===== config.mk =====
export PLATFORM = sky130hd
export DESIGN_NAME = flash_host
export DESIGN_NICKNAME = d
export VERILOG_FILES = /design/src/pkg/flash_host_pkg.sv /design/src/rtl/flash_host.sv /design/src/rtl/cfi_store.sv
export VERILOG_INCLUDE_DIRS = /design/src /design/src/pkg
export SDC_FILE = /design/constraint.sdc
export NUM_CORES = 2
export LEC_CHECK = 0
export CORE_UTILIZATION = 45
export DETAILED_ROUTE_END_ITERATION = 8
export DONT_BUFFER_PORTS = 1
export GPL_ROUTABILITY_DRIVEN = 0
export PLACE_DENSITY_LB_ADDON = 0.15
export SLEW_MARGIN = 40
export SYNTH_ARGS = -nofsm -noshare
export SYNTH_HDL_FRONTEND = slang
export SYNTH_SLANG_ARGS = --single-unit

===== constraint.sdc =====
create_clock -name mclk_i -period 5.9 [get_ports mclk_i]
set_clock_uncertainty 0.1 [all_clocks]
set_input_delay 1.18 -clock mclk_i [delete_from_list [all_inputs] [get_ports mclk_i]]
set_output_delay 1.18 -clock mclk_i [all_outputs]
set_load 0.005 [all_outputs]

===== src/pkg/flash_host_map.svh =====
// Register offsets, flash command codes and timing counts of the flash host
`ifndef FLASH_HOST_MAP_SVH
`define FLASH_HOST_MAP_SVH
// ----------------------------------------
// Controller registers (APB byte offsets)
// ----------------------------------------
`define REG_CTRL 12'h000
`define REG_ADDR 12'h004
`define REG_WDATA 12'h008
`define REG_STATUS 12'h00c
`define REG_RDATA 12'h010
`define REG_DUMP_PAGE 4'h1
// Status bit positions
`define ST_BUSY_BIT 0
`define ST_SEC_BIT 1
`define ST_QUERY_BIT 2
`define ST_REFUSED_BIT 3
`define ST_FACTORY_BIT 4
`define ST_USER_BIT 5
`define ST_LOCKOUT_BIT 6
`define ST_READY_BIT 7
`define ST_MISMATCH_BIT 8
// ----------------------------------------
// Flash addresses and command bytes
// ----------------------------------------
`define FA_UNLOCK1 23'h000555
`define FA_UNLOCK2 23'h0002aa
`define FA_QUERY 23'h000055
`define FA_ZERO 23'h000000
`define FA_INDICATOR 23'h000003
`define FA_SEC_LAST 23'h00007f
`define FA_USER_FIRST 23'h000040
`define FA_USER_LAST 23'h00007e
`define FC_UNLOCK1 8'haa
`define FC_UNLOCK2 8'h55
`define FC_PROGRAM 8'ha0
`define FC_SEC_ENTER 8'h88
`define FC_SEC_EXIT 8'h90
`define FC_EXIT_END 8'h00
`define FC_RESET 8'hf0
`define FC_QUERY 8'h98
`define CFI_FIRST 8'h10
`define CFI_WORDS 45
// ----------------------------------------
// Timing (ns figures, cycle counts at 8 ns)
// ----------------------------------------
`define CLK_NS 8
`define WE_PULSE_NS 40
`define RD_ACC_NS 120
`define RST_PULSE_NS 500
`define BUSY_START_NS 100
`define NS2CYC(ns) (((ns) + `CLK_NS - 1) / `CLK_NS)
`define WE_CYC `NS2CYC(`WE_PULSE_NS)
`define RD_CYC `NS2CYC(`RD_ACC_NS)
`define RST_CYC `NS2CYC(`RST_PULSE_NS)
`define BUSY_CYC `NS2CYC(`BUSY_START_NS)
`endif


===== src/pkg/flash_host_pkg.sv =====
// Types shared by the flash host controller
package flash_host_pkg;
   typedef enum logic [3:0] {
      OP_NONE, OP_READ, OP_PROG, OP_WRITE, OP_ENTER, OP_EXIT,
      OP_QUERY, OP_RESET, OP_DUMP, OP_IND
   } op_t;
   typedef enum logic [1:0] {K_END, K_WR, K_RD} kind_t;
   typedef struct packed {
      kind_t kind;
      logic [22:0] addr;
      logic [31:0] data;
   } step_t;
   typedef struct packed {
      logic cs_b;
      logic we_b;
      logic oe_b;
      logic dq_oe_b;
      logic rst_b;
      logic [22:0] addr;
      logic [31:0] dq;
   } pins_t;
   typedef enum logic [2:0] {
      ST_FRST, ST_IDLE, ST_LOAD, ST_SETUP, ST_PULSE, ST_HOLD, ST_BUSY
   } state_t;
endpackage : flash_host_pkg


===== src/rtl/flash_host.sv =====
// Host controller driving a flash bus: secured region, query mode, program
// ----------------------------------------
// ----------------------------------------
`timescale 1ns/1ps
`include "flash_host_map.svh"
module flash_host import flash_host_pkg::*; #(
   parameter int DUMP_DEPTH = `CFI_WORDS
) (
   input wire logic mclk_i,
   input wire logic rst_b_i,
   input wire logic ce_i,
   input wire logic psel_i,
   input wire logic penable_i,
   input wire logic pwrite_i,
   input wire logic [11:0] paddr_i,
   input wire logic [31:0] pwdata_i,
   output logic [31:0] prdata_o,
   output logic pready_o,
   output logic pslverr_o,
   input wire logic [31:0] dq_i,
   input wire logic flash_ready_i,
   input wire logic supply_lockout_i,
   output pins_t flash_o
);
   if (DUMP_DEPTH != `CFI_WORDS) begin : g_bad_depth
      $error("flash_host: the dump sequence serves exactly the fixed table");
   end

   localparam logic [7:0] WE_C = 8'(`WE_CYC);
   localparam logic [7:0] RD_C = 8'(`RD_CYC);
   localparam logic [7:0] RST_C = 8'(`RST_CYC);
   localparam logic [7:0] BUSY_C = 8'(`BUSY_CYC);
   localparam pins_t PINS_IDLE = '{cs_b: 1'b1, we_b: 1'b1, oe_b: 1'b1,
      dq_oe_b: 1'b1, rst_b: 1'b1, addr: '0, dq: '0};
   localparam pins_t PINS_RST = '{cs_b: 1'b1, we_b: 1'b1, oe_b: 1'b1,
      dq_oe_b: 1'b1, rst_b: 1'b0, addr: '0, dq: '0};

   // ----------------------------------------
   // Step table
   // ----------------------------------------
   // Command write: the byte in the low lane of both 16-bit dies
   function automatic step_t cw(logic [22:0] a, logic [7:0] c);
      return '{kind: K_WR, addr: a, data: {8'h00, c, 8'h00, c}};
   endfunction : cw

   function automatic step_t step_of(op_t op, logic [5:0] i, logic [22:0] a, logic [31:0] d);
      step_t s;
      logic unl;
      s = '{kind: K_END, addr: '0, data: '0};
      unl = (op == OP_PROG) || (op == OP_ENTER) || (op == OP_EXIT) || (op == OP_IND); // Never bypass
      if (unl && i == 6'h00) begin
         s = cw(`FA_UNLOCK1, `FC_UNLOCK1);
      end else if (unl && i == 6'h01) begin
         s = cw(`FA_UNLOCK2, `FC_UNLOCK2);
      end else begin
         case (op)
            OP_READ: if (i == 6'h00) s = '{kind: K_RD, addr: a, data: '0};
            OP_WRITE: if (i == 6'h00) s = '{kind: K_WR, addr: a, data: d};
            OP_PROG: begin
               if (i == 6'h02) s = cw(`FA_UNLOCK1, `FC_PROGRAM);
               if (i == 6'h03) s = '{kind: K_WR, addr: a, data: d};
            end
            OP_ENTER: if (i == 6'h02) s = cw(`FA_UNLOCK1, `FC_SEC_ENTER);
            OP_EXIT: begin
               if (i == 6'h02) s = cw(`FA_UNLOCK1, `FC_SEC_EXIT);
               if (i == 6'h03) s = cw(`FA_ZERO, `FC_EXIT_END);
            end
            OP_IND: begin
               if (i == 6'h02) s = cw(`FA_UNLOCK1, `FC_SEC_EXIT);
               if (i == 6'h03) s = '{kind: K_RD, addr: `FA_INDICATOR, data: '0};
               if (i == 6'h04) s = cw(`FA_ZERO, `FC_RESET);
            end
            OP_QUERY: if (i == 6'h00) s = cw(`FA_QUERY, `FC_QUERY);
            OP_RESET: if (i == 6'h00) s = cw(`FA_ZERO, `FC_RESET);
            OP_DUMP: begin
               if (i == 6'h00) s = cw(`FA_QUERY, `FC_QUERY);
               if (i >= 6'h01 && i <= 6'(`CFI_WORDS)) begin
                  s = '{kind: K_RD, addr: 23'(`CFI_FIRST) + 23'(i) - 23'h1, data: '0};
               end
               if (i == 6'(`CFI_WORDS + 1)) s = cw(`FA_ZERO, `FC_RESET);
            end
            default: s = '{kind: K_END, addr: '0, data: '0};
         endcase
      end
      return s;
   endfunction : step_of

   state_t state_r;
   op_t op_r;
   pins_t pins_r;
   logic [5:0] idx_r;
   logic [7:0] cnt_r;
   logic [22:0] addr_r;
   logic [31:0] wdata_r, rdata_r, prdata_r;
   logic in_sec_r, in_query_r, refused_r, fac_r, usr_r, mismatch_r;
   logic pready_r, pslverr_r;
   logic [31:0] dump_q;

   // ----------------------------------------
   // APB decode
   // ----------------------------------------
   logic acc, wr_take, rd_phase, ctrl_hit, stat_hit, dump_hit, mapped, go, refuse, start_ok;
   logic legal, is_query, sec_bad, user_bad, capture, last_step;
   op_t new_op;
   step_t cur;
   logic [31:0] status, rd_mux;
   assign acc = psel_i && penable_i;
   assign wr_take = acc && pwrite_i && pready_r;
   assign rd_phase = acc && !pready_r;
   assign ctrl_hit = paddr_i == `REG_CTRL;
   assign stat_hit = paddr_i == `REG_STATUS;
   assign dump_hit = paddr_i[11:8] == `REG_DUMP_PAGE && int'(paddr_i[7:2]) < DUMP_DEPTH;
   assign mapped = ctrl_hit || stat_hit || dump_hit || paddr_i == `REG_ADDR ||
      paddr_i == `REG_WDATA || paddr_i == `REG_RDATA;

   // Order checks: refused orders never reach the flash pins
   assign new_op = op_t'(pwdata_i[3:0]);
   assign legal = pwdata_i[3:0] != 4'h0 && pwdata_i[3:0] <= 4'h9;
   assign is_query = new_op == OP_QUERY || new_op == OP_DUMP;
   assign sec_bad = in_sec_r && addr_r > `FA_SEC_LAST;
   assign user_bad = in_sec_r && (addr_r < `FA_USER_FIRST || addr_r > `FA_USER_LAST || usr_r);
   assign go = wr_take && ctrl_hit;
   assign refuse = !legal || state_r != ST_IDLE || supply_lockout_i
      || (is_query && !flash_ready_i)
      || ((new_op == OP_READ || new_op == OP_PROG) && sec_bad)
      || (new_op == OP_PROG && (user_bad || in_query_r));
   assign start_ok = go && !refuse;

   assign cur = step_of(op_r, idx_r, addr_r, wdata_r);
   assign capture = state_r == ST_PULSE && cnt_r == 8'h00 && !pins_r.oe_b;
   assign last_step = state_r == ST_LOAD && cur.kind == K_END;

   assign status = {23'h0, mismatch_r, flash_ready_i, supply_lockout_i, usr_r, fac_r,
      refused_r, in_query_r, in_sec_r, state_r != ST_IDLE};
   assign rd_mux = ctrl_hit ? {28'h0, op_r} :
      paddr_i == `REG_ADDR ? {9'h0, addr_r} :
      paddr_i == `REG_WDATA ? wdata_r :
      stat_hit ? status :
      paddr_i == `REG_RDATA ? rdata_r :
      dump_hit ? dump_q : 32'h0;

   cfi_store #(.WIDTH(32), .DEPTH(DUMP_DEPTH), .AW(6)) u_store (
      .mclk_i(mclk_i),
      .ce_i(ce_i),
      .wr_i(capture && op_r == OP_DUMP),
      .waddr_i(idx_r - 6'h01),
      .wdata_i(dq_i),
      .raddr_i(paddr_i[7:2]),
      .rdata_o(dump_q)
   );

   // ----------------------------------------
   // APB slave: one wait state on every transfer
   // ----------------------------------------
   // The wait state gives the table memory its registered read cycle
   always_ff @(posedge mclk_i or negedge rst_b_i) begin
      if (!rst_b_i) begin
         pready_r <= 1'b0;
         pslverr_r <= 1'b0;
         prdata_r <= '0;
      end else if (ce_i) begin
         pready_r <= rd_phase;
         pslverr_r <= rd_phase && !mapped;
         if (rd_phase) prdata_r <= mapped ? rd_mux : 32'h0;
      end
   end

   // Software-written operands
   always_ff @(posedge mclk_i or negedge rst_b_i) begin
      if (!rst_b_i) begin
         addr_r <= '0;
         wdata_r <= '0;
         op_r <= OP_NONE;
      end else if (ce_i) begin
         if (wr_take && paddr_i == `REG_ADDR && state_r == ST_IDLE) addr_r <= pwdata_i[22:0];
         if (wr_take && paddr_i == `REG_WDATA && state_r == ST_IDLE) wdata_r <= pwdata_i;
         if (start_ok) op_r <= new_op;
      end
   end

   // ----------------------------------------
   // Mode tracking and captured results
   // ----------------------------------------
   // Refusal is sticky; a new refusal in the clearing cycle wins
   always_ff @(posedge mclk_i or negedge rst_b_i) begin
      if (!rst_b_i) begin
         in_sec_r <= 1'b0;
         in_query_r <= 1'b0;
         refused_r <= 1'b0;
         fac_r <= 1'b0;
         usr_r <= 1'b0;
         mismatch_r <= 1'b0;
         rdata_r <= '0;
      end else if (ce_i) begin
         if (go && refuse) refused_r <= 1'b1;
         else if (wr_take && stat_hit && pwdata_i[`ST_REFUSED_BIT]) refused_r <= 1'b0;
         if (supply_lockout_i) begin
            in_sec_r <= 1'b0;
            in_query_r <= 1'b0;
         end else if (last_step) begin
            if (op_r == OP_ENTER) in_sec_r <= 1'b1;
            if (op_r == OP_EXIT) in_sec_r <= 1'b0;
            if (op_r == OP_QUERY) in_query_r <= 1'b1;
            if (op_r == OP_RESET || op_r == OP_DUMP) in_query_r <= 1'b0;
         end
         if (capture) begin
            rdata_r <= dq_i;
            if (op_r == OP_IND) begin
               fac_r <= dq_i[7];
               usr_r <= dq_i[6];
            end
            if (op_r == OP_DUMP && dq_i[31:16] != dq_i[15:0]) mismatch_r <= 1'b1;
         end
      end
   end

   // ----------------------------------------
   // Bus cycle sequencer
   // ----------------------------------------
   // Address and data stay put from setup to hold, so the later falling
   // and earlier rising strobe edges both see stable values
   always_ff @(posedge mclk_i or negedge rst_b_i) begin
      if (!rst_b_i) begin
         state_r <= ST_FRST;
         pins_r <= PINS_RST;
         idx_r <= '0;
         cnt_r <= RST_C;
      end else if (ce_i) begin
         if (supply_lockout_i && state_r != ST_FRST) begin
            state_r <= ST_IDLE;
            pins_r <= PINS_IDLE;
         end else begin
            unique case (state_r)
               ST_FRST: begin
                  cnt_r <= cnt_r - 8'h01;
                  if (cnt_r == 8'h00) begin
                     pins_r.rst_b <= 1'b1;
                     state_r <= ST_IDLE;
                  end
               end
               ST_IDLE: begin
                  idx_r <= '0;
                  if (start_ok) state_r <= ST_LOAD;
               end
               ST_LOAD: begin
                  if (cur.kind == K_END) begin
                     cnt_r <= BUSY_C;
                     state_r <= (op_r == OP_PROG) ? ST_BUSY : ST_IDLE;
                  end else begin
                     pins_r.cs_b <= 1'b0;
                     pins_r.addr <= cur.addr;
                     pins_r.dq <= cur.data;
                     pins_r.dq_oe_b <= cur.kind != K_WR;
                     state_r <= ST_SETUP;
                  end
               end
               ST_SETUP: begin
                  pins_r.we_b <= pins_r.dq_oe_b;
                  pins_r.oe_b <= !pins_r.dq_oe_b;
                  cnt_r <= (pins_r.dq_oe_b ? RD_C : WE_C) - 8'h01;
                  state_r <= ST_PULSE;
               end
               ST_PULSE: begin
                  cnt_r <= cnt_r - 8'h01;
                  if (cnt_r == 8'h00) begin
                     pins_r.we_b <= 1'b1;
                     pins_r.oe_b <= 1'b1;
                     state_r <= ST_HOLD;
                  end
               end
               ST_HOLD: begin
                  pins_r.cs_b <= 1'b1;
                  pins_r.dq_oe_b <= 1'b1;
                  idx_r <= idx_r + 6'h01;
                  state_r <= ST_LOAD;
               end
               ST_BUSY: begin
                  // Ready may lag the last write, so it is only trusted after a delay
                  if (cnt_r != 8'h00) cnt_r <= cnt_r - 8'h01;
                  else if (flash_ready_i) state_r <= ST_IDLE;
               end
            endcase
         end
      end
   end

   assign prdata_o = prdata_r;
   assign pready_o = pready_r;
   assign pslverr_o = pslverr_r;
   assign flash_o = pins_r;

   // ----------------------------------------
   // Assertions
   // ----------------------------------------
   logic [2:0] wr_cnt_r;
   always_ff @(posedge mclk_i or negedge rst_b_i) begin
      if (!rst_b_i) wr_cnt_r <= '0;
      else if (ce_i && state_r == ST_IDLE) wr_cnt_r <= '0;
      else if (ce_i && state_r == ST_SETUP && !pins_r.dq_oe_b && wr_cnt_r != 3'h7) wr_cnt_r <= wr_cnt_r + 3'h1;
   end
endmodule : flash_host


===== src/rtl/cfi_store.sv =====
// Small memory holding the captured query table, registered read port
`timescale 1ns/1ps
module cfi_store #(
   parameter int WIDTH = 32,
   parameter int DEPTH = 45,
   parameter int AW = 6
) (
   input wire logic mclk_i,
   input wire logic ce_i,
   input wire logic wr_i,
   input wire logic [AW-1:0] waddr_i,
   input wire logic [WIDTH-1:0] wdata_i,
   input wire logic [AW-1:0] raddr_i,
   output logic [WIDTH-1:0] rdata_o
);
   if (DEPTH > (1 << AW)) begin : g_bad_depth
      $error("cfi_store: DEPTH does not fit AW");
   end
   logic [WIDTH-1:0] mem_r [DEPTH];
   // ----------------------------------------
   // Write port and registered read
   // ----------------------------------------
   // No reset: contents are only meaningful after a dump fills them
   always_ff @(posedge mclk_i) begin
      if (ce_i) begin
         if (wr_i && (int'(waddr_i) < DEPTH)) begin
            mem_r[waddr_i] <= wdata_i;
         end
         rdata_o <= (int'(raddr_i) < DEPTH) ? mem_r[raddr_i] : '0;
      end
   end
endmodule : cfi_store


==> run_results.csv <==
group,metric,value,unit
grt,overflow,0,
synth,ys_ff_latch,1680,
timing,relSlewSlack,-111.1,%
cts,cts_tree,"yes",
timing,rsz0062_at_grt,"no",
synth,synthesis.instances,3210,
final_layout,areaGrowthSynthToFinish,12.94,%
drt,top_layer,"met4",
timing,min_period,4603,ps
placed_design,placed_area,69290,sq um
cts,cts_sinks,1680,
placed_design,place.port_buffers,0,
timing,tns,0,ps
timing,setup_viol,0,
run_status,status,"finished, violations left",
worst_setup_path,r2r_cells,7,
power_and_ir_drop,power.internal,19.35,mW
synth,syn-cell-area,66330,sq um
drt,wl_per_cell,34.41,microns
worst_setup_path,critPathKind,"in -> reg",
final_layout,fillers,11310,
floorplanning,dieArea,148900,sq um
power_and_ir_drop,p_sw,5.001,mW
synth,yosys_warnings,0,
grt,grt_pass1_vias,33394,
final_layout,nets,3372,
grt,grt_max_degree,375,
power_and_ir_drop,pwr_density_cell,325.1,nW/um^2
cts,clk_latency,800,ps
synth,avgSynthCellArea,20.66,sq um
final_layout,finalInstanceArea,74920,sq um
floorplanning,die_w,385.9,microns
power_and_ir_drop,power.total,24.35,mW
grt,grt_antenna_before_repair,13,
drt,vias,33919,
worst_setup_path,cp_slowest_stage_delay,1090,ps
timing,slew_viol_final,291,
floorplanning,core_area,145900,sq um
hold_path,min_path_type,"in -> async",
timing,tightest_slew,3167,ps
worst_setup_path,crit_buf_inv,0,
synth,synth_top_family_by_area,"multiplexers",
synth,synthMuxAreaShare,16.88,%
worst_setup_path,cp.required,6320,ps
drt,dr.first_iter.drc_count,4481,
synth,synth_fa_ha_area_share,0.1320,%
worst_setup_path,reg2reg_from,"idx_r[2]",
floorplanning,pin_count,178,
drt,drcViolationCount,7,
worst_setup_path,critPathLaunchType,"primary input",
drt,wl_met1,79240,microns
cts,clockRootBuffer,"clkbuf_16",
placed_design,dp.cells,5019,
timing,hold_viol,0,
drt,viasPerCell,6.349,
synth,synth_xor_area_share,0.3037,%
power_and_ir_drop,leakage,24.46,nW
worst_setup_path,crit_chain,"mux4_2 -> mux4_2 -> mux2i_1 -> o22ai_1",
worst_setup_path,critPathTopFamily,"multiplexers",
cts,numCtsBuffers,171,
power_and_ir_drop,pwr-share-comb,3.4,%
final_layout,stdcell_count,5342,
drt,route.met2.wl,84300,microns
timing,period_share,78.01,%
power_and_ir_drop,vdd_drop_max,0.0002243,V
worst_setup_path,end_kind,"flop",
synth,async_reset_ff_share,12.38,%
power_and_ir_drop,switching_share,20.53,%
worst_setup_path,cpMaxStageDelayCell,"mux4_2",
worst_setup_path,cp_max_fo,364,
synth,ys.flop_type,"edfxtp_1",
synth,synth_compound_area_share,3.707,%
synth,yosys.area_share.simple,3.124,%
floorplanning,die_h,385.9,microns
drt,drt_first_pass_iters,9,
cts,cts_resized,0,
floorplanning,num_rows,140,
drt,wirelength,183800,microns
worst_setup_path,crit_top_cell,"mux4_2",
floorplanning,start_util,45.46,%
synth,synth_edf_count,1472,
synth,ys_seq_area_share,74.51,%
grt,grt_pass1_wl,260200,microns
synth,syn_nets,3301,
cts,htreeDepth,4,
worst_setup_path,reg2reg_to,"u_store.mem_r[10][24]",
drt,ant_nets,0,
placed_design,hpwl,114100,microns
final_layout,drive_gt1_share,27.79,%
cts,clkTransAtPathRegs,60,ps
worst_setup_path,worstPathArrival,5020,ps
run,drv_cap,0,
worst_setup_path,reg2reg_slack,1320,ps
grt,gr-usage-all-layers,24.96,%
drt,dr_wl_met3,16390,microns
synth,synthDistinctLibCells,86,
power_and_ir_drop,pwr-share-clk,43.3,%
power_and_ir_drop,seqPwrFrac,53.3,%
run_status,violations,"design-rule violations, max-slew violations",
cts,cts_buffer_depth,3,
timing,fmax,217.3,MHz
==> final cells by class <==
cell class              count  area [sq um]  share of cell area [%]
diodes                      3         7.507                 0.01002
clock buffers             223          4598                   6.138
clock inverters            91         827.0                   1.104
inverters                  28         105.1                  0.1403
multi-input cells        1317         16430                   21.93
flip-flops and latches   1680         49420                   65.97
well taps                1917          2399                   3.202
repair buffers             83          1134                   1.513
==> flip-flops by register name, summed over array words and instances (netlist names), 3 cells and up <==
signal / count
wdata_r: 32
idx_r: 6
op_r: 4
rdata_r: 32
u_store.mem_r: 1440
state_r: 3
addr_r: 23
flash_o: 60
prdata_o: 32
u_store.rdata_o: 32
cnt_r: 8
==> kinds of logic (layout without fill, tap and decap cells) <==
| logic type | count (synthesis) | in the layout |
|---|---|---|
| mux | 552 | 552 |
| simple gates | 415 | 415 |
| flops | 1680 | 1680 |
| fa+ha+maj | 7 | 7 |
| compound gates | 320 | 320 |
| xor+xnor | 23 | 23 |
| other cells | 0 | 3 |
| buf+inv | 213 | 425 |
==> power groups by stage <==
stage	logic (mW)	registers, mW	clock network [mW]
after floorplan	0.566	13.2	0
after global placement	0.680	13.2	0
after detailed placement	0.684	13.2	0
after CTS	0.715	13.0	10.7
after global routing	0.833	13.0	11.2
final	0.832	13.0	10.5
==> repair_timing <==
item                      in CTS  in global routing
hold endpoints to repair     198                  0
setup buffers                  0                  0
hold buffers                   1                  0
==> through the flow <==
stage                     hold slack, ps  worst slack [ps]  util [%]
after floorplan                    327.5              1502         -
after global placement             389.0              1343     47.04
after detailed placement           390.1              1337     47.48
after CTS                          81.17              1306     51.22
after global routing               89.16              1176     51.34
final                              129.0              1297     51.34
==> synthesized netlist by cell type (26+ instances only) <==
cell type | instances | area [sq um]
buf_1 | 46 | 172.7
mux4_2 | 444 | 10000
buf_2 | 26 | 130.1
mux2_2 | 92 | 1036
nand2_1 | 148 | 555.5
inv_1 | 27 | 101.4
o21ai_0 | 41 | 205.2
a22o_1 | 58 | 508.0
edfxtp_1 | 1472 | 44200
dfrtp_1 | 198 | 4955
nor2_1 | 104 | 390.4
a311oi_1 | 29 | 254.0
clkbuf_1 | 104 | 390.4
a21oi_1 | 52 | 260.3
==> worst max-delay path by stage <==
stage | depth (start not counted) | end | from | slack, ps
floorplan | 7 | u_store.mem_r[28][0] | ce_i | 1500
global placement | 7 | u_store.mem_r[21][14] | ce_i | 1340
detailed placement | 7 | u_store.mem_r[5][0] | idx_r[2] | 1340
CTS | 7 | u_store.mem_r[21][14] | idx_r[2] | 1310
global route | 7 | u_store.mem_r[10][24] | idx_r[2] | 1180
finish | 4 | u_store.rdata_o[24] | paddr_i[3] | 1300
==> cells in the final DEF, fill, tap and decap left out, drive strengths merged, types with 29 or more instances in the layout <==
| cell | count |
|---|---|
| edfxtp | 1472 |
| mux4 | 444 |
| clkbuf | 223 |
| dfrtp | 198 |
| nand2 | 149 |
| nor2 | 104 |
| mux2 | 94 |
| buf | 83 |
| clkinv | 67 |
| a22o | 58 |
| a21oi | 52 |
| o21ai | 50 |
| inv | 38 |
| a311oi | 29 |
==> layer usage <==
| layer | track usage (%) | up-vias |
|---|---|---|
| li1 | - | 13578 |
| met1 | 37.83 | 18398 |
| met2 | 37.22 | 1708 |
| met3 | 5.134 | 235 |
| met4 | 5.768 | 0 |
| met5 | 0 | - |
Power figures use the tool's default switching activity.
